===== config.mk =====
export PLATFORM = sky130hd
export DESIGN_NAME = msh_top
export DESIGN_NICKNAME = d
export VERILOG_FILES = /design/src/msh_pkg.sv /design/src/msh_top.sv
export VERILOG_INCLUDE_DIRS = /design/src
export SDC_FILE = /design/constraint.sdc
export NUM_CORES = 1
export LEC_CHECK = 0
export BUFFER_PORTS_ARGS = -buffer_cell sky130_fd_sc_hd__clkbuf_2
export CAP_MARGIN = 20
export CORE_UTILIZATION = 56
export DETAILED_ROUTE_END_ITERATION = 8
export PLACE_DENSITY = 0.89
export SYNTH_ARGS = -nofsm -noshare
export SYNTH_HDL_FRONTEND = slang
export SYNTH_SLANG_ARGS = --single-unit

===== constraint.sdc =====
create_clock -name clk -period 5.4 [get_ports clk]
set_clock_uncertainty 0.05 [all_clocks]
set_input_delay 0.54 -clock clk [delete_from_list [all_inputs] [get_ports clk]]
set_output_delay 0.54 -clock clk [all_outputs]
set_load 0.01 [all_outputs]

===== src/msh_consts.svh =====
/*
  constants for the motion start handshake block: lamp timing, command widths.
  assumes a single 125 MHz clock and synchronous inputs.
*/
// Notes on behaviour
// - controller mode: ready rises once both supplies present and idle.
// - ready drops as motion begins; host holds start until it sees ready low.
// - controller mode: ready returns when the selected positioning finishes.
// - pulse mode: ready and pulse_accept_ok rise after both supplies present.
// - pulse mode: ready only after pulses stop and motion completes.
// - remote operation: red and green lamp elements blink together.
// - fast home return drives to home; command position then reads zero.
// - jog: high speed, normal speed, single minimum step, both directions.
// - remote stop halts any motion at once.
// - free removes excitation; clearing free restores it.
// - position preset takes present position as home and stores it.
// - pulse scheme switch: off two-pulse, on one-pulse.
// - pulse scheme change takes effect only after a power cycle; the code also latches it on the first powered cycle after reset.
`ifndef MSH_CONSTS_SVH
`define MSH_CONSTS_SVH
`define MSH_CLK_MHZ        125
`define MSH_BLINK_MS       250
`define MSH_BLINK_CYCLES   (`MSH_BLINK_MS * 1000 * `MSH_CLK_MHZ)
`define MSH_POS_W          32
`define MSH_SEL_W          3
`define MSH_POS_ZERO       32'h0000_0000
`define MSH_SEL_ZERO       3'h0
`define MSH_STEP_ONE       32'h0000_0001
`define MSH_SCHEME_TWO     1'b0
`endif


===== src/msh_pkg.sv =====
/*
  types for the motion start handshake block.
  assumes msh_consts.svh for widths.
*/
`include "msh_consts.svh"
package msh_pkg;
  // motion state, gray coded along idle -> run -> settle
  typedef enum logic [1:0]
  {
    MSH_IDLE   = 2'b00,
    MSH_RUN    = 2'b01,
    MSH_SETTLE = 2'b11,
    MSH_SPARE  = 2'b10
  } msh_state_e;

  // jog and remote commands, one bit each
  typedef struct packed
  {
    logic fwd_high;
    logic fwd_norm;
    logic fwd_step;
    logic rev_high;
    logic rev_norm;
    logic rev_step;
    logic stop;
    logic free;
    logic preset;
    logic home;
  } msh_cmd_s;

  // motor-side request
  typedef struct packed
  {
    logic                    run;
    logic                    dir_fwd;
    logic                    speed_high;
    logic                    step_only;
    logic                    home_return;
    logic [`MSH_SEL_W-1:0]   op_sel;
  } msh_motion_s;

  // whole state of the module
  typedef struct packed
  {
    msh_state_e              st;
    logic                    pulse_mode;
    logic                    scheme_one;
    logic                    powered;
    logic                    ready;
    logic                    pulse_accept_ok;
    logic                    start_d;
    logic                    excite;
    logic                    lamp_red;
    logic                    lamp_green;
    logic                    store_home;
    logic [31:0]             blink_cnt;
    logic [`MSH_POS_W-1:0]   cmd_pos;
    logic [`MSH_POS_W-1:0]   home_pos;
    msh_motion_s             mot;
  } msh_state_s;
endpackage : msh_pkg


===== src/msh_top.sv =====
/*
  handshake and command logic of a stepping motor driver: ready and pulse-ready
  outputs, operation select capture, jog/stop/free/preset/home commands and lamp.
  assumes the motion engine reports motion_done and the position counter; pulse
  train edges arrive as one-cycle strobes; mode straps are caught after reset.
*/
`timescale 1ns/1ns
`default_nettype none
`include "msh_consts.svh"
module msh_top
  import msh_pkg::*;
#(
  parameter int unsigned BLINK_CYCLES = `MSH_BLINK_CYCLES
)
(
  input  wire logic                  clk,
  input  wire logic                  reset,
  input  wire logic                  ctrl_supply_ok,
  input  wire logic                  main_supply_ok,
  input  wire logic                  pulse_mode_strap,
  input  wire logic                  pulse_scheme_switch,
  input  wire logic                  start,
  input  wire logic [`MSH_SEL_W-1:0] op_select,
  input  wire logic                  pulse_strobe,
  input  wire logic                  pulse_dir_fwd,
  input  wire logic                  pulse_active,
  input  wire logic                  motion_done,
  input  wire logic                  remote_enable,
  input  wire msh_cmd_s              cmd,
  input  wire logic [`MSH_POS_W-1:0] actual_pos,
  output logic                       ready,
  output logic                       pulse_accept_ok,
  output logic                       motor_excite,
  output logic                       lamp_red,
  output logic                       lamp_green,
  output logic                       home_store,
  output logic                       scheme_one_pulse,
  output msh_motion_s                motion,
  output logic [`MSH_POS_W-1:0]      command_pos,
  output logic [`MSH_POS_W-1:0]      home_pos
);

  msh_state_s q;
  msh_state_s next_q;
  logic       start_rise;
  logic       any_jog;

  assign start_rise = start & ~q.start_d;
  assign any_jog    = cmd.fwd_high | cmd.fwd_norm | cmd.fwd_step
                    | cmd.rev_high | cmd.rev_norm | cmd.rev_step;

  // next state of the whole block
  always_comb
  begin
    next_q            = q;
    next_q.start_d    = start;
    next_q.store_home = 1'b0;
    next_q.powered    = ctrl_supply_ok & main_supply_ok;
    // mode and scheme latched only at power-up or on the first powered cycle after reset
    if (!q.powered && ctrl_supply_ok && main_supply_ok)
    begin
      next_q.pulse_mode = pulse_mode_strap;
      next_q.scheme_one = (pulse_scheme_switch != `MSH_SCHEME_TWO);
    end
    // free drops excitation, clearing restores it
    next_q.excite = ~cmd.free;
    // preset takes present position as home
    if (remote_enable && cmd.preset)
    begin
      next_q.home_pos   = actual_pos;
      next_q.store_home = 1'b1;
    end
    // both lamp elements blink together while remote
    if (remote_enable)
    begin
      if (q.blink_cnt >= BLINK_CYCLES - 1)
      begin
        next_q.blink_cnt  = 32'h0000_0000;
        next_q.lamp_red   = ~q.lamp_red;
      end
      else
      begin
        next_q.blink_cnt = q.blink_cnt + 32'h0000_0001;
      end
      // green mirrors red from the first remote cycle, so no odd phase at entry
      next_q.lamp_green = next_q.lamp_red;
    end
    else
    begin
      next_q.blink_cnt  = 32'h0000_0000;
      next_q.lamp_red   = 1'b0;
      next_q.lamp_green = next_q.powered;
    end
    // command position follows the motor, from the home reference
    next_q.cmd_pos = actual_pos - q.home_pos;
    case (q.st)
      MSH_IDLE:
      begin
        // ready once both supplies are present
        next_q.ready           = next_q.powered;
        next_q.pulse_accept_ok = next_q.powered & next_q.pulse_mode; // in pulse mode, rises with ready at power-up
        next_q.mot.run         = 1'b0;
        if (q.powered)
        begin
          if (!q.pulse_mode && start_rise && q.ready)
          begin
            // capture select lines at start edge
            next_q.mot.op_sel      = op_select;
            next_q.mot.run         = 1'b1;
            next_q.mot.home_return = 1'b0;
            next_q.mot.step_only   = 1'b0;
            next_q.ready           = 1'b0;
            next_q.st              = MSH_RUN;
          end
          else if (q.pulse_mode && pulse_strobe)
          begin
            next_q.mot.run     = 1'b1;
            next_q.mot.dir_fwd = pulse_dir_fwd;
            next_q.ready       = 1'b0;
            next_q.st          = MSH_RUN;
          end
          else if (remote_enable && (cmd.home || any_jog) && !cmd.stop)
          begin
            next_q.mot.run         = 1'b1;
            next_q.mot.home_return = cmd.home;
            next_q.mot.dir_fwd     = cmd.fwd_high | cmd.fwd_norm | cmd.fwd_step;
            next_q.mot.speed_high  = cmd.fwd_high | cmd.rev_high;
            next_q.mot.step_only   = cmd.fwd_step | cmd.rev_step;
            next_q.ready           = 1'b0;
            next_q.st              = MSH_RUN;
          end
        end
      end
      MSH_RUN:
      begin
        if (remote_enable && cmd.stop)
        begin
          next_q.mot.run = 1'b0;
          next_q.st      = MSH_SETTLE;
        end
        // wait for pulse train to stop
        else if (motion_done && !(q.pulse_mode && pulse_active))
        begin
          next_q.mot.run = 1'b0;
          next_q.st      = MSH_SETTLE;
        end
      end
      MSH_SETTLE:
      begin
        // home return leaves command position at zero
        if (q.mot.home_return)
        begin
          next_q.cmd_pos = `MSH_POS_ZERO;
        end
        next_q.mot.home_return = 1'b0;
        // ready returns once finished and, in controller mode, start is released
        if (q.pulse_mode || !start)
        begin
          next_q.ready = q.powered;
          next_q.st    = MSH_IDLE;
        end
      end
      default:
      begin
        next_q.st = MSH_IDLE;
      end
    endcase
    // losing supply drops ready, pulse_accept_ok and run, and returns to idle
    if (!next_q.powered)
    begin
      next_q.ready           = 1'b0;
      next_q.pulse_accept_ok = 1'b0;
      next_q.mot.run         = 1'b0;
      next_q.st              = MSH_IDLE;
    end
  end

  // state register
  always_ff @(posedge clk)
  begin
    if (reset)
    begin
      q       <= '0;
      q.st    <= MSH_IDLE;
    end
    else
    begin
      q <= next_q;
    end
  end

  assign ready            = q.ready;
  assign pulse_accept_ok  = q.pulse_accept_ok;
  assign motor_excite     = q.excite;
  assign lamp_red         = q.lamp_red;
  assign lamp_green       = q.lamp_green;
  assign home_store       = q.store_home;
  assign scheme_one_pulse = q.scheme_one;
  assign motion           = q.mot;
  assign command_pos      = q.cmd_pos;
  assign home_pos         = q.home_pos;

  // a start edge in controller mode drops ready next cycle
  chk_start_drops_ready: assert property (@(posedge clk) disable iff (reset)
    (q.st == MSH_IDLE && q.powered && !q.pulse_mode && q.ready && start_rise) |=> !ready)
    else $error("ready did not drop after start");
  chk_select_held: assert property (@(posedge clk) disable iff (reset)
    (q.st == MSH_RUN) |=> (q.st != MSH_RUN) || $stable(motion.op_sel))
    else $error("select changed during motion");
  // stop ends run within one cycle
  chk_stop_halts: assert property (@(posedge clk) disable iff (reset)
    (q.st == MSH_RUN && remote_enable && cmd.stop) |=> !motion.run)
    else $error("stop did not halt motion");
  chk_free_excite: assert property (@(posedge clk) disable iff (reset)
    cmd.free |=> !motor_excite)
    else $error("free did not drop excitation");
  // no ready while pulses still active in run
  chk_pulse_ready: assert property (@(posedge clk) disable iff (reset)
    (q.st == MSH_RUN && q.pulse_mode && pulse_active) |=> !ready)
    else $error("ready while pulses active");
  chk_lamp_together: assert property (@(posedge clk) disable iff (reset)
    (remote_enable && $past(remote_enable) && $past(remote_enable, 2)) |-> lamp_red == lamp_green)
    else $error("lamp elements out of step");
  chk_home_zero: assert property (@(posedge clk) disable iff (reset)
    (q.st == MSH_SETTLE && q.mot.home_return) |=> command_pos == `MSH_POS_ZERO)
    else $error("command position not zero after home");
  // preset stores home and pulses store
  chk_preset_store: assert property (@(posedge clk) disable iff (reset)
    (remote_enable && cmd.preset) |=> home_store && home_pos == $past(actual_pos))
    else $error("preset not stored");
  chk_ready_power: assert property (@(posedge clk) disable iff (reset)
    ready |-> q.powered)
    else $error("ready without supplies");

  cov_ctrl_start: cover property (@(posedge clk) disable iff (reset)
    start_rise && ready && !q.pulse_mode ##[1:20] ready);
  cov_pulse_run: cover property (@(posedge clk) disable iff (reset)
    pulse_strobe && pulse_accept_ok);
  cov_home_run: cover property (@(posedge clk) disable iff (reset)
    remote_enable && cmd.home && ready);
  cov_stop_run: cover property (@(posedge clk) disable iff (reset)
    q.st == MSH_RUN && cmd.stop && remote_enable);

endmodule : msh_top
`default_nettype wire


* After elaboration in Yosys (flattened, before gate mapping)
Cells that the tools add are included.
** Storage, ports and cells
- Register bits after elaboration :: 116
- Input port bits :: 57
- Output and inout bits :: 79
- Logic and storage cells :: 115
** Cells by class
- Add/sub/neg operators :: 2
- Order comparisons :: 1
- Eq/ne operators :: 9
- Mux-type cells :: 32
- Bitwise gates (word level) :: 17
- Reductions and logical operators :: 34
** Operators by type and width (number)
- $mux W32 :: 2
- $add A32 B1 Y32 const B :: 1
- $ge A32 B25 Y1 const B :: 1
- $sub A32 B32 Y32 :: 1
- $mux W2 :: 11
- $reduce_and A4 Y1 :: 4
- $logic_and A1 B1 Y1 :: 11
- $mux W1 :: 11
- $ne A3 B3 Y1 const B :: 3
- $mux W8 :: 1
- $reduce_bool A2 Y1 :: 4
- $not A1 Y1 :: 7
- $or A1 B1 Y1 :: 7
- $mux W3 :: 2
- $ne A2 B2 Y1 const B :: 3
- $pmux W1 S2 :: 3
- $pmux W2 S3 :: 1
- $logic_not A1 Y1 :: 5
- $mux W5 :: 1
- $reduce_and A5 Y1 :: 1
- $ne A4 B4 Y1 const B :: 1
- $reduce_and A2 Y1 :: 2
- $reduce_or A2 Y1 :: 2
- $and A1 B1 Y1 :: 3
- 6 further kinds :: 7

* Logic depth before layout (Yosys ltp)
Gate-level depths: netlist of run 1.
- Depth in word-level cells :: 13
- Depth in mapped cells :: 11
- Depth with buffers taken out :: 11

* Least setup slack after synthesis of run 1
No wires, ideal clock.
- Path kind :: input to register
- From :: input port actual_pos[0]
- To :: register q (netlist bit command_pos[30])
- Library setup time :: 0.072 ns
- Arrival time :: 2.510 ns
- Required time :: 5.278 ns
- Slack :: 2.769 ns
- Cell stages on the path :: 11
- Buffers on the path :: 0
- Path through :: inv_1 ha_1 inv_1 fa_1 a21oi_1 o21ai_0 a211oi_2 nand4_1 and3_1 a41oi_1 mux2i_1
** Between the ends
- Cells in the longest elaborated chain, start to end :: 3
** RTL lines
- start, declared :: RTL line msh_top.sv:30 : input wire logic [`MSH_POS_W-1:0] actual_pos,
- $sub A32 B32 Y32 * :: RTL line msh_top.sv:95 : next_q.cmd_pos = actual_pos - q.home_pos;
- $mux W32 :: RTL line msh_top.sv:151 : if (q.mot.home_return)
- $mux W32 * :: RTL line msh_top.sv:96 : case (q.st)
- end signal, assigned :: RTL line msh_top.sv:188 : q <= next_q;
- end, declared :: RTL line msh_top.sv:43 : msh_state_s q;
Every way passes the cells marked *; elsewhere a longest branch is shown, timed or not.
A chain may end at the register's enable or synchronous reset.

* Worst setup path after layout of run 1
- From :: register q (netlist bit home_pos[0])
- To :: register q (netlist bit command_pos[30])
** Between the ends
- Cells in the longest elaborated chain, start to end :: 3
** RTL lines (RTL line)
- $sub A32 B32 Y32 * :: msh_top.sv:95
- $mux W32 :: msh_top.sv:151
- $mux W32 * :: msh_top.sv:96
Marked as above.

==> metrics.log, run 1 <==
[metrics] result of the run: finished clean
[metrics] count of warnings emitted by yosys: 0
[metrics] total negative slack for setup checks: 0 ns
[metrics] final std cell area, no fill: 7320 µm²
[metrics] power per unit of standard cell area: 359 nW/µm²
[metrics] library cell with the largest summed area after synthesis: dfxtp_1
[metrics] fin crit period: 3.00 ns
[metrics] area share of the leading cell type in the synthesized netlist: 36.3%
[metrics] Clock Root Buffer: clkbuf_16
[metrics] clock insertion delay at the later pin of the skew report: about 0.40 ns
[metrics] Mean Syn Cell Area: 8.08 µm²
[metrics] detailed router's first-iteration violation count: 369
[metrics] share of the synthesized area in compound gates (AO/OA/AOI/OAI): approximately 17%
[metrics] final net count: ~950
[metrics] first drt pass iteration count: 7
[metrics] Syn-to-layout area delta: 14.4%
[metrics] maximum frequency from static timing analysis: between 0.3 and 0.4 GHz
[metrics] final estimated routing congestion in global placement: about 0.9
[metrics] deepest level of the CTS H-tree: 4
[metrics] nature of the critical path startpoint: flip-flop
[metrics] worst reg2reg endpoint: command_pos[30]
[metrics] Tightest Pin Transition: 0.950 ns
[metrics] end of the critical path: command_pos[30]
[metrics] Via density: ~5.5
[metrics] crit path capture type: flip-flop
[metrics] number of flops mapped to enable cells by yosys: 0
[metrics] effective utilization at floorplan: about three fifths
[metrics] final worst path period share: 55.5%
[metrics] Worst Setup SP: home_pos[0]
[metrics] critical path type: reg2reg
[metrics] max-cap violation count: 0
[metrics] data required time of the critical path: approximately 5.7 ns
[metrics] Post-Synth Adder-Cell Area: under 10%
[metrics] grt ovf: 0
[metrics] number of placement rows: 38
[metrics] number of diodes: 0
[metrics] floorplan die height: ~110 µm
[metrics] Buffers on Ports: ~140
[metrics] Total Wirelength: roughly 15,000 µm
[metrics] maximum number of pins on one net before global-route repair: 48
[metrics] ys async rst share: 0%
[metrics] post-synthesis sequential element count: about 120
[metrics] routed length per placed instance: 14.6 µm
[metrics] Resize count post-CTS: 0
[metrics] TritonCTS clock tree: built
[metrics] number of global-route vias before repair: 5,293
[metrics] post-synthesis cell area: 6400 µm²
[metrics] total clock buffers created by CTS: 17
[metrics] post-synthesis instance total: ~790
[metrics] clock slew at reported path FFs: 0.05 ns
[metrics] critical path data arrival time: between 3 and 4 ns
[metrics] placeable core region: approximately 11,000 µm²
[metrics] cells on worst reg2reg path: 10
[metrics] post-CTS setup-driven buffer insertion count: 0
[metrics] Routed Antenna Nets: 0
[metrics] fraction of the yosys area taken by sequential cells: a little over a third
[metrics] clock sinks: roughly 120
[metrics] non-filler instance count after layout: 1,009
[metrics] placed cell areas: ~6600 µm²
[metrics] combinational family with the most area after synthesis: simple AND/OR/NAND/NOR gates
[metrics] cell count after placement: around 980
[metrics] die area: approximately 12,000 µm²
[metrics] first-pass GRT wire length: between 20,000 and 25,000 µm
[metrics] peak ir drop on the vdd network: roughly 0.00018 V
[metrics] Setup Viol. Count Final: 0
[metrics] global-route usage over all layers: 25.8%
[metrics] number of design rule violations left after detail routing: 0
[metrics] flop2flop setup slack: 2.40 ns
[metrics] vias: about 5,500
[metrics] die extent in x: approximately 110 µm
[metrics] final-report max-slew violation count: 0
[metrics] proportion of synthesized area in mux cells: 1.25%
[metrics] Final HPWL DP: 10,200 µm
[metrics] top-count cell post-synth: dfxtp_1
[metrics] count of cell types in the netlist: 60
[metrics] tightest hold margin: 0.240 ns
[metrics] layout cells sized above 1: between 20% and 30%
[metrics] class of the tightest hold or removal check: in2reg
[metrics] number of hold violations in the final report: 0
[metrics] CP Max Fanout: 5
[metrics] setup repair after global routing missed its margin: false
[metrics] Bufs on Longest Clock Path: 2
[metrics] Slew Limit Headroom: a little under two fifths
[metrics] simple-gate portion of the synthesized area: 19.2%
[metrics] cell leakage power: 0.00321 µW
[metrics] cells taking the most area after synthesis: dfxtp_1 (36%), buf_4 (8.5%), ha_1 (6.5%), nand2_1 (6.2%), a21oi_1 (5.6%)
[metrics] synth cell count leaders: dfxtp_1 (116), nand2_1 (105), nor2_1 (84)
[metrics] xor and xnor area share after synthesis: roughly 6.6%
[metrics] quantity of hold-fixing buffers added after cts: 0
[metrics] worst reg2reg path startpoint: home_pos[0]
[metrics] antenna violations before repair: 0
[metrics] most frequently used flop master after synthesis: dfxtp_1
[metrics] fillcell total: ~930
[metrics] number of primary I/O pins: roughly 140
metal layers:
| metal | global-route usage [%] | vias up | routed length [µm] | share of wire (%) |
|---|---|---|---|---|
| met5 | 0 | - | 0 | 0 |
| met4 | 11.3 | 0 | 311 | 2.1 |
| met3 | 6.52 | 36 | 925 | 6.3 |
| met2 | 42.3 | 250 | 6820 | 46 |
| met1 | 32.0 | 2505 | 6700 | 45 |
| li1 | - | 2741 | - | - |
layout make-up:
type | instances | area, µm² | share of cell area [%]
clock inverter | 7 | 189 | 2.58
timing repair buffer | 138 | 698 | 9.54
multi-input combinational | 537 | 3240 | 44.3
sequential | 116 | 2320 | 31.7
tap | 140 | 175 | 2.39
inverter | 46 | 173 | 2.36
clock buffer | 25 | 515 | 7.05
power breakdown:
part           leakage (µW)  switching, µW  internal (µW)  total, µW
registers          0.000952           23.6            907        930
logic               0.00191            227            152        379
clock network      0.000344            377            941       1320
total               0.00321            628           2000       2630
cell usage in the layout (no fill, tap or decap), drive strengths merged, types with 4 or more instances in the layout:
cell,synthesis,final
clkbuf,21,160
dfxtp,116,116
nand2,105,105
nor2,85,85
a21oi,71,71
inv,46,46
ha,33,33
xor2,28,28
nand3,21,21
xnor2,20,20
o21ai,20,20
a21o,14,14
and3,14,14
nand2b,12,12
nand4,11,11
nor3,10,10
mux2i,8,8
a31oi,7,7
o21a,7,7
conb,1,7
a211oi,7,7
bufinv,0,6
and2,5,5
o211ai,5,5
a221oi,4,4
state kept, by name (all words and copies together), names as in the netlist:
name and flops:
home_pos 32, scheme_one_pulse 1, home_store 1, motor_excite 1, command_pos 32, q 37, ready 1, lamp_red 1
pulse_accept_ok 1, lamp_green 1, motion 8
cell families after synthesis:
kind of cell,Yosys count
adders and majority gates,34
muxes,8
buffers and inverters,145
xor gates and xnor gates,48
DFF,116
and+or+nand+nor,275
AOI/OAI and AO/OA,165
other,1
per-stage QoR:
step                      setup WS [ns]  util [%]  total power (µW)
after floorplan                    2.77         -              1240
after global placement             2.38      60.2              1310
after detailed placement           2.29      60.2              1310
after CTS                          2.47      66.6              2640
after global routing               2.15      66.6              2730
final                              2.40      66.6              2630
worst min-delay path by stage:
stage                       from      endpoint  slack (ns)  depth (start not counted)
final                     cmd[2]  motor_excite        0.24                          2
after CTS                 cmd[2]  motor_excite        0.23                          2
after global placement     q[72]         q[72]        0.37                          1
after floorplan            q[72]         q[72]        0.36                          1
after global routing      cmd[2]  motor_excite        0.24                          2
after detailed placement   q[72]         q[72]        0.38                          1
worst max-delay path: stages, from the launching register on:
cell and delay, ns:
dfxtp_1 0.37, ha_1 0.16, inv_1 0.05, fa_1 0.40, a21oi_1 0.21, o21ai_0 0.20
a211oi_2 0.43, nand4_1 0.24, and3_1 0.25, a41oi_1 0.31, mux2i_1 0.24
Note: power is estimated with default switching activity, not from simulation.
==> run 2: changes to the inputs <==
--- a/config.mk
+++ b/config.mk
@@ -8,9 +8,9 @@
 export LEC_CHECK = 0
 export BUFFER_PORTS_ARGS = -buffer_cell sky130_fd_sc_hd__clkbuf_2
 export CAP_MARGIN = 20
-export CORE_UTILIZATION = 56
+export CORE_UTILIZATION = 50
 export DETAILED_ROUTE_END_ITERATION = 8
-export PLACE_DENSITY = 0.89
+export PLACE_DENSITY = 0.84
 export SYNTH_ARGS = -nofsm -noshare
 export SYNTH_HDL_FRONTEND = slang
 export SYNTH_SLANG_ARGS = --single-unit
==> constraint.sdc (replaced) <==
create_clock -name clk -period 2.65 [get_ports clk]
set_clock_uncertainty 0.05 [all_clocks]
set_input_delay 0.265 -clock clk [delete_from_list [all_inputs] [get_ports clk]]
set_output_delay 0.265 -clock clk [all_outputs]
set_load 0.01 [all_outputs]
==> metrics.log, run 2 (synthesis results as in run 1) <==
[metrics] Hold Crit Start: actual_pos[0] (was cmd[2])
[metrics] Routed Antenna Nets: 0 (unchanged)
[metrics] cell leakage power: 0.00322 µW (was 0.00321 µW)
[metrics] global-route usage over all layers: 23.5% (was 25.8%)
[metrics] register share of total power: 37.7% (was 35.4%)
[metrics] Bufs on Longest Clock Path: 2 (unchanged)
[metrics] die extent in x: 115 µm (was 109 µm)
[metrics] critical path data arrival time: 2.76 ns (was 3.27 ns)
[metrics] Total Wirelength: 14,800 µm (about the same)
[metrics] Syn-to-layout area delta: 15.8% (was 14.4%)
[metrics] total clock buffers created by CTS: 17 (unchanged)
[metrics] critical path type: reg2reg (unchanged)
[metrics] Slew Limit Headroom: 53.7% (was 36.7%)
[metrics] final-report max-slew violation count: 0 (unchanged)
[metrics] maximum number of pins on one net before global-route repair: 37 (was 48)
[metrics] die area: 13,200 µm² (was 11,900 µm²)
[metrics] Clock Root Buffer: clkbuf_16 (unchanged)
[metrics] floorplan die height: 115 µm (was 109 µm)
[metrics] worst reg2reg path startpoint: home_pos[0] (unchanged)
[metrics] data required time of the critical path: 2.94 ns (was 5.67 ns)
[metrics] first-pass GRT wire length: 24,300 µm (was 23,800 µm)
[metrics] crit path capture type: flip-flop (unchanged)
[metrics] CP Max Fanout: 5 (unchanged)
[metrics] combined area of the multi-input logic cells: 3290 µm² (was 3240 µm²)
[metrics] Final HPWL DP: 10,700 µm (was 10,200 µm)
[metrics] highest-count cells in the layout ignoring fill and taps: clkbuf_2 (135), dfxtp_1 (116), nand2_1 (105) (unchanged)
[metrics] storage element area: 2320 µm² (unchanged)
[metrics] final estimated routing congestion in global placement: 0.875 (was 0.889)
[metrics] peak ir drop on the vdd network: 0.000432 V (was 0.000182 V)
[metrics] commonest non-fill, non-tap cell in the layout: clkbuf_2 (unchanged)
[metrics] worst reg2reg endpoint: command_pos[30] (unchanged)
[metrics] number of primary I/O pins: 136 (unchanged)
[metrics] Via density: 5.29 (was 5.48)
[metrics] Setup Viol. Count Final: 0 (unchanged)
[metrics] placeable core region: 12,300 µm² (was 11,000 µm²)
[metrics] internal power: 3660 µW (was 2000 µW)
[metrics] non-filler instance count after layout: 1,050 (was 1,009)
[metrics] power per unit of standard cell area: 679 nW/µm² (was 359 nW/µm²)
[metrics] routed length per placed instance: 14.1 µm (was 14.6 µm)
[metrics] nature of the critical path startpoint: flip-flop (unchanged)
[metrics] worst-case hold path end point: home_pos[0] (was motor_excite)
[metrics] class of the tightest hold or removal check: in2reg (unchanged)
[metrics] Biggest register: q (unchanged)
[metrics] total negative slack for setup checks: 0 ns (unchanged)
[metrics] fraction of power consumed by the clock network: 46.5% (was 50.2%)
[metrics] effective utilization at floorplan: 52.2% (was 58.2%)
[metrics] power share of the combinational group: 15.9% (was 14.4%)
[metrics] clock slew at reported path FFs: 0.06 ns (was 0.05 ns)
[metrics] max FFs per register: 37 (unchanged)
[metrics] number of hold violations in the final report: 0 (unchanged)
[metrics] post-CTS setup-driven buffer insertion count: 0 (unchanged)
[metrics] clock insertion delay at the later pin of the skew report: 0.42 ns (was 0.40 ns)
[metrics] final net count: 960 (was 947)
[metrics] fin crit period: 2.47 ns (was 3.00 ns)
[metrics] vias: 5,556 (was 5,532)
[metrics] deepest level of the CTS H-tree: 4 (unchanged)
[metrics] cells on worst reg2reg path: 11 (was 10)
[metrics] number of global-route vias before repair: 5,123 (was 5,293)
[metrics] Buffers on Ports: 135 (unchanged)
[metrics] grt ovf: 0 (unchanged)
[metrics] flop2flop setup slack: 0.18 ns (was 2.40 ns)
[metrics] layout cells sized above 1: 22.7% (was 20.5%)
[metrics] count of cells along the worst hold path: 3 (was 2)
[metrics] cell count after placement: 1,017 (was 977)
[metrics] Tightest Pin Transition: 0.695 ns (was 0.950 ns)
[metrics] antenna violations before repair: 0 (unchanged)
[metrics] number of placement rows: 40 (was 38)
[metrics] Sw Ratio: 27.2% (was 23.9%)
[metrics] Util after Layout: 60.4% (was 66.6%)
[metrics] TritonCTS clock tree: built (unchanged)
[metrics] detailed router's first-iteration violation count: 428 (was 369)
[metrics] number of design rule violations left after detail routing: 0 (unchanged)
[metrics] fillcell total: 1,079 (was 928)
[metrics] maximum frequency from static timing analysis: 0.405 GHz (was 0.334 GHz)
[metrics] max-cap violation count: 0 (unchanged)
[metrics] clock sinks: 116 (unchanged)
[metrics] result of the run: finished clean (unchanged)
[metrics] first drt pass iteration count: 5 (was 7)
[metrics] final worst path period share: 93.1% (was 55.5%)
[metrics] number of diodes: 0 (unchanged)
[metrics] setup repair after global routing missed its margin: false (unchanged)
[metrics] power dissipated by switching net loads: 1370 µW (was 628 µW)
## run 2: critical path, stage by stage, from the launching register on
cell	delay, ns
dfxtp_1	0.33
ha_1	0.14
inv_1	0.05
fa_1	0.41
a21oi_2	0.18
o21ai_2	0.10
a211oi_2	0.19
buf_4	0.18
nand4_1	0.14
and3_1	0.20
a41oi_1	0.24
mux2i_1	0.19
## run 2: power groups by stage
stage               Combinational [µW]  Sequential [µW]  Clock (µW)
floorplan                          617             1910           0
global placement                   758             1930           0
detailed placement                 771             1930           0
CTS                                780             1890        2370
global route                       892             1900        2470
finish                             799             1890        2340
## run 2: how the worst max path moves through the flow
stage	startpoint	end	slack, ns	cells after the start
3_3_place_gp	actual_pos[0]	command_pos[28]	-0.002	13
4_1_cts	home_pos[8]	command_pos[24]	0.03	10
5_1_grt	home_pos[22]	command_pos[31]	0.005	9
2_1_floorplan	home_pos[0]	command_pos[30]	0.26	10
3_5_place_dp	actual_pos[0]	command_pos[24]	-0.08	13
6_report	home_pos[0]	command_pos[30]	0.18	11
## run 2: metrics by stage
step,instance area (µm²),hold slack (ns),worst slack (ns),power (µW)
global placement,6740,0.368,-0.00186,2690
finish,7410,0.0257,0.182,5030
global route,7410,0.0181,0.00536,5270
CTS,7360,0.0105,0.0254,5040
detailed placement,6740,0.369,-0.0835,2700
floorplan,6420,0.282,0.261,2530
## run 2: cell type report
| cell class | count | area share (%) |
|---|---|---|
| repair buffers | 151 | 10.8 |
| clock inverters | 14 | 2.42 |
| inverters | 46 | 2.33 |
| well taps | 168 | 2.84 |
| flip-flops and latches | 116 | 31.4 |
| clock buffers | 18 | 5.79 |
| multi-input cells | 537 | 44.5 |
## run 2: metal layers
metal  GRT usage [%]  vias up  wire length, µm  part of all wire (%)
met5               0        -                0                     0
met4            8.92        0              306                   2.1
met3            6.54       29              966                   6.5
met2            37.3      220             6670                    45
met1            30.4     2535             6820                    46
li1                -     2772                -                     -
## run 2: timing repair
action | CTS | global route
gates resized for setup | 2 | 10
pin swaps | 0 | 0
hold buffers | 1 | 0
endpoints found under the hold margin | 1 | 0
endpoints found under the setup margin | 2 | 6
==> run 3: changes to the inputs <==
--- a/config.mk
+++ b/config.mk
@@ -8,6 +8,7 @@
 export LEC_CHECK = 0
 export BUFFER_PORTS_ARGS = -buffer_cell sky130_fd_sc_hd__clkbuf_2
 export CAP_MARGIN = 20
+export CORE_MARGIN = 10
 export CORE_UTILIZATION = 50
 export DETAILED_ROUTE_END_ITERATION = 8
 export PLACE_DENSITY = 0.84
==> constraint.sdc (replaced) <==
create_clock -name clk -period 2.65 [get_ports clk]
set_clock_uncertainty 0.05 [all_clocks]
set_input_delay 0 -clock clk [delete_from_list [all_inputs] [get_ports clk]]
set_output_delay 0 -clock clk [all_outputs]
set_load 0.01 [all_outputs]
==> metrics.log, run 3 (synthesis results as in run 1) <==
[metrics] clock sinks: 116 (unchanged)
[metrics] non-filler instance count after layout: 1,104 (was 1,050)
[metrics] post-route total power: 5110 µW (was 5030 µW)
[metrics] Clock Root Buffer: clkbuf_16 (unchanged)
[metrics] global-route usage over all layers: 19.1% (was 23.5%)
[metrics] layout cells sized above 1: 20.5% (was 22.7%)
[metrics] number of diodes: 0 (unchanged)
[metrics] floorplan die height: 133 µm (was 115 µm)
[metrics] antenna violations before repair: 0 (unchanged)
[metrics] highest-count cells in the layout ignoring fill and taps: clkbuf_2 (135), dfxtp_1 (115), nand2_1 (105) (was clkbuf_2 (135), dfxtp_1 (116), nand2_1 (105))
[metrics] commonest non-fill, non-tap cell in the layout: clkbuf_2 (unchanged)
[metrics] total clock buffers created by CTS: 17 (unchanged)
[metrics] vias: 5,823 (was 5,556)
[metrics] Biggest register: q (unchanged)
[metrics] Via density: 5.27 (was 5.29)
[metrics] effective utilization at floorplan: 50.9% (was 52.2%)
[metrics] Slew Limit Headroom: 52.3% (was 53.7%)
[metrics] CP Max Fanout: 5 (unchanged)
[metrics] register share of total power: 37.0% (was 37.7%)
[metrics] Routed Antenna Nets: 0 (unchanged)
[metrics] final worst path period share: 95.7% (was 93.1%)
[metrics] Syn-to-layout area delta: 24.0% (was 15.8%)
[metrics] Setup Viol. Count Final: 0 (unchanged)
[metrics] deepest level of the CTS H-tree: 4 (unchanged)
[metrics] Final HPWL DP: 12,000 µm (was 10,700 µm)
[metrics] Tightest Pin Transition: 0.713 ns (was 0.695 ns)
[metrics] count of cells along the worst hold path: 3 (unchanged)
[metrics] peak ir drop on the vdd network: 0.000378 V (was 0.000432 V)
[metrics] maximum frequency from static timing analysis: 0.394 GHz (was 0.405 GHz)
[metrics] clock slew at reported path FFs: 0.06 ns (about the same)
[metrics] Total Wirelength: 17,400 µm (was 14,800 µm)
[metrics] number of primary I/O pins: 136 (unchanged)
[metrics] detailed router's first-iteration violation count: 484 (was 428)
[metrics] critical path type: reg2reg (unchanged)
[metrics] max FFs per register: 37 (unchanged)
[metrics] routed length per placed instance: 15.8 µm (was 14.1 µm)
[metrics] clock insertion delay at the later pin of the skew report: 0.42 ns (about the same)
[metrics] number of hold violations in the final report: 0 (unchanged)
[metrics] number of design rule violations left after detail routing: 0 (unchanged)
[metrics] nature of the critical path startpoint: flip-flop (unchanged)
[metrics] critical path data arrival time: 2.84 ns (was 2.76 ns)
[metrics] worst setup slack before clock tree synthesis: 0.00300 ns (was -0.0835 ns)
[metrics] first-pass GRT wire length: 27,900 µm (was 24,300 µm)
[metrics] max-cap violation count: 0 (unchanged)
[metrics] die extent in x: 133 µm (was 115 µm)
[metrics] Bufs on Longest Clock Path: 2 (unchanged)
[metrics] grt ovf: 0 (unchanged)
[metrics] number of global-route vias before repair: 5,698 (was 5,123)
[metrics] crit path capture type: flip-flop (unchanged)
[metrics] cells on worst reg2reg path: 11 (unchanged)
[metrics] combined area of the multi-input logic cells: 3280 µm² (was 3290 µm²)
[metrics] fin crit period: 2.54 ns (was 2.47 ns)
[metrics] power per unit of standard cell area: 645 nW/µm² (was 679 nW/µm²)
[metrics] result of the run: finished clean (unchanged)
[metrics] storage element area: 2320 µm² (about the same)
[metrics] data required time of the critical path: 2.95 ns (was 2.94 ns)
[metrics] final worst slack: 0.115 ns (was 0.182 ns)
[metrics] power dissipated by switching net loads: 1370 µW (about the same)
[metrics] Sw Ratio: 26.8% (was 27.2%)
[metrics] number of placement rows: 41 (was 40)
[metrics] first drt pass iteration count: 5 (unchanged)
[metrics] final net count: 1,010 (was 960)
[metrics] cell count after placement: 1,015 (was 1,017)
[metrics] class of the tightest hold or removal check: in2reg (unchanged)
[metrics] cell leakage power: 0.00342 µW (was 0.00322 µW)
[metrics] Buffers on Ports: 135 (unchanged)
[metrics] fraction of power consumed by the clock network: 46.0% (was 46.5%)
[metrics] maximum number of pins on one net before global-route repair: 33 (was 37)
[metrics] fillcell total: 1,031 (was 1,079)
[metrics] TritonCTS clock tree: built (unchanged)
[metrics] internal power: 3740 µW (was 3660 µW)
[metrics] final-report max-slew violation count: 0 (unchanged)
[metrics] power share of the combinational group: 17.0% (was 15.9%)
[metrics] final estimated routing congestion in global placement: 0.921 (was 0.875)
[metrics] setup repair after global routing missed its margin: true (was false)
[metrics] die area: 17,700 µm² (was 13,200 µm²)
[metrics] placeable core region: 12,600 µm² (was 12,300 µm²)
[run 3: changes by cell type in the layout (fill, tap and decap cells not counted), moves of 2 or more]
| cell | previous run | this run |
|---|---|---|
| inv_6 | 2 | 0 |
| clkbuf_8 | 0 | 2 |
| clkinv_4 | 5 | 2 |
| ha_2 | 2 | 0 |
| buf_4 | 15 | 8 |
| clkinvlp_4 | 3 | 5 |
| ha_1 | 31 | 33 |
| dlygate4sd3_1 | 1 | 57 |
[run 3: final timing paths]
| check | startpoint | endpoint | slack, ns |
|---|---|---|---|
| max | home_pos[0] | command_pos[30] | 0.11 |
| min | main_supply_ok | pulse_accept_ok | 0.03 |
| max reg2reg | home_pos[0] | command_pos[30] | 0.11 |
| min reg2reg | q[72] | q[72] | 0.40 |
[run 3: metrics by stage]
step	utilization, %	area [µm²]	hold slack [ns]	setup TNS, ns
after floorplan	-	6420	0.0167	0
after global placement	53.4	6710	0.102	0
after detailed placement	53.4	6710	0.105	0
after CTS	62.8	7890	0.00508	0
after global routing	63.1	7930	0.0617	-0.0372
final	63.1	7930	0.0322	0
[run 3: what timing repair did]
item / 4_1_cts / 5_1_grt
setup endpoints to repair: 2 / 7
hold endpoints to repair: 54 / 0
setup buffers: 0 / 0
resized for setup: 1 / 7
hold buffers: 57 / 0
[run 3: layer usage]
metal	up-vias	GRT usage (%)	part of all wire (%)
met5	-	0	0
met4	0	7.92	2.2
met3	38	6.32	8.8
met2	245	31.9	47
met1	2680	22.0	42
li1	2860	-	-
[run 3: worst max-delay path, cell delays in order, from the launching register on]
cell	delay, ns
dfxtp_2	0.34
ha_1	0.15
inv_1	0.05
fa_1	0.43
a21oi_2	0.19
o21ai_2	0.10
a211oi_2	0.18
buf_4	0.18
nand4_1	0.15
and3_1	0.22
a41oi_1	0.24
mux2i_1	0.20
[run 3: cell type report]
type	count	area share (%)
multi-input cells	537	41.4
flip-flops and latches	116	29.3
repair buffers	201	16.7
clock buffers	20	5.76
well taps	172	2.71
inverters	46	2.18
clock inverters	12	1.96
[run 3: power by group through the flow]
stage	clock (µW)	sequential, µW	combinational [µW]
2_1_floorplan	0	1910	617
3_3_place_gp	0	1930	761
3_5_place_dp	0	1930	772
4_1_cts	2380	1890	845
5_1_grt	2480	1900	953
6_report	2350	1890	868
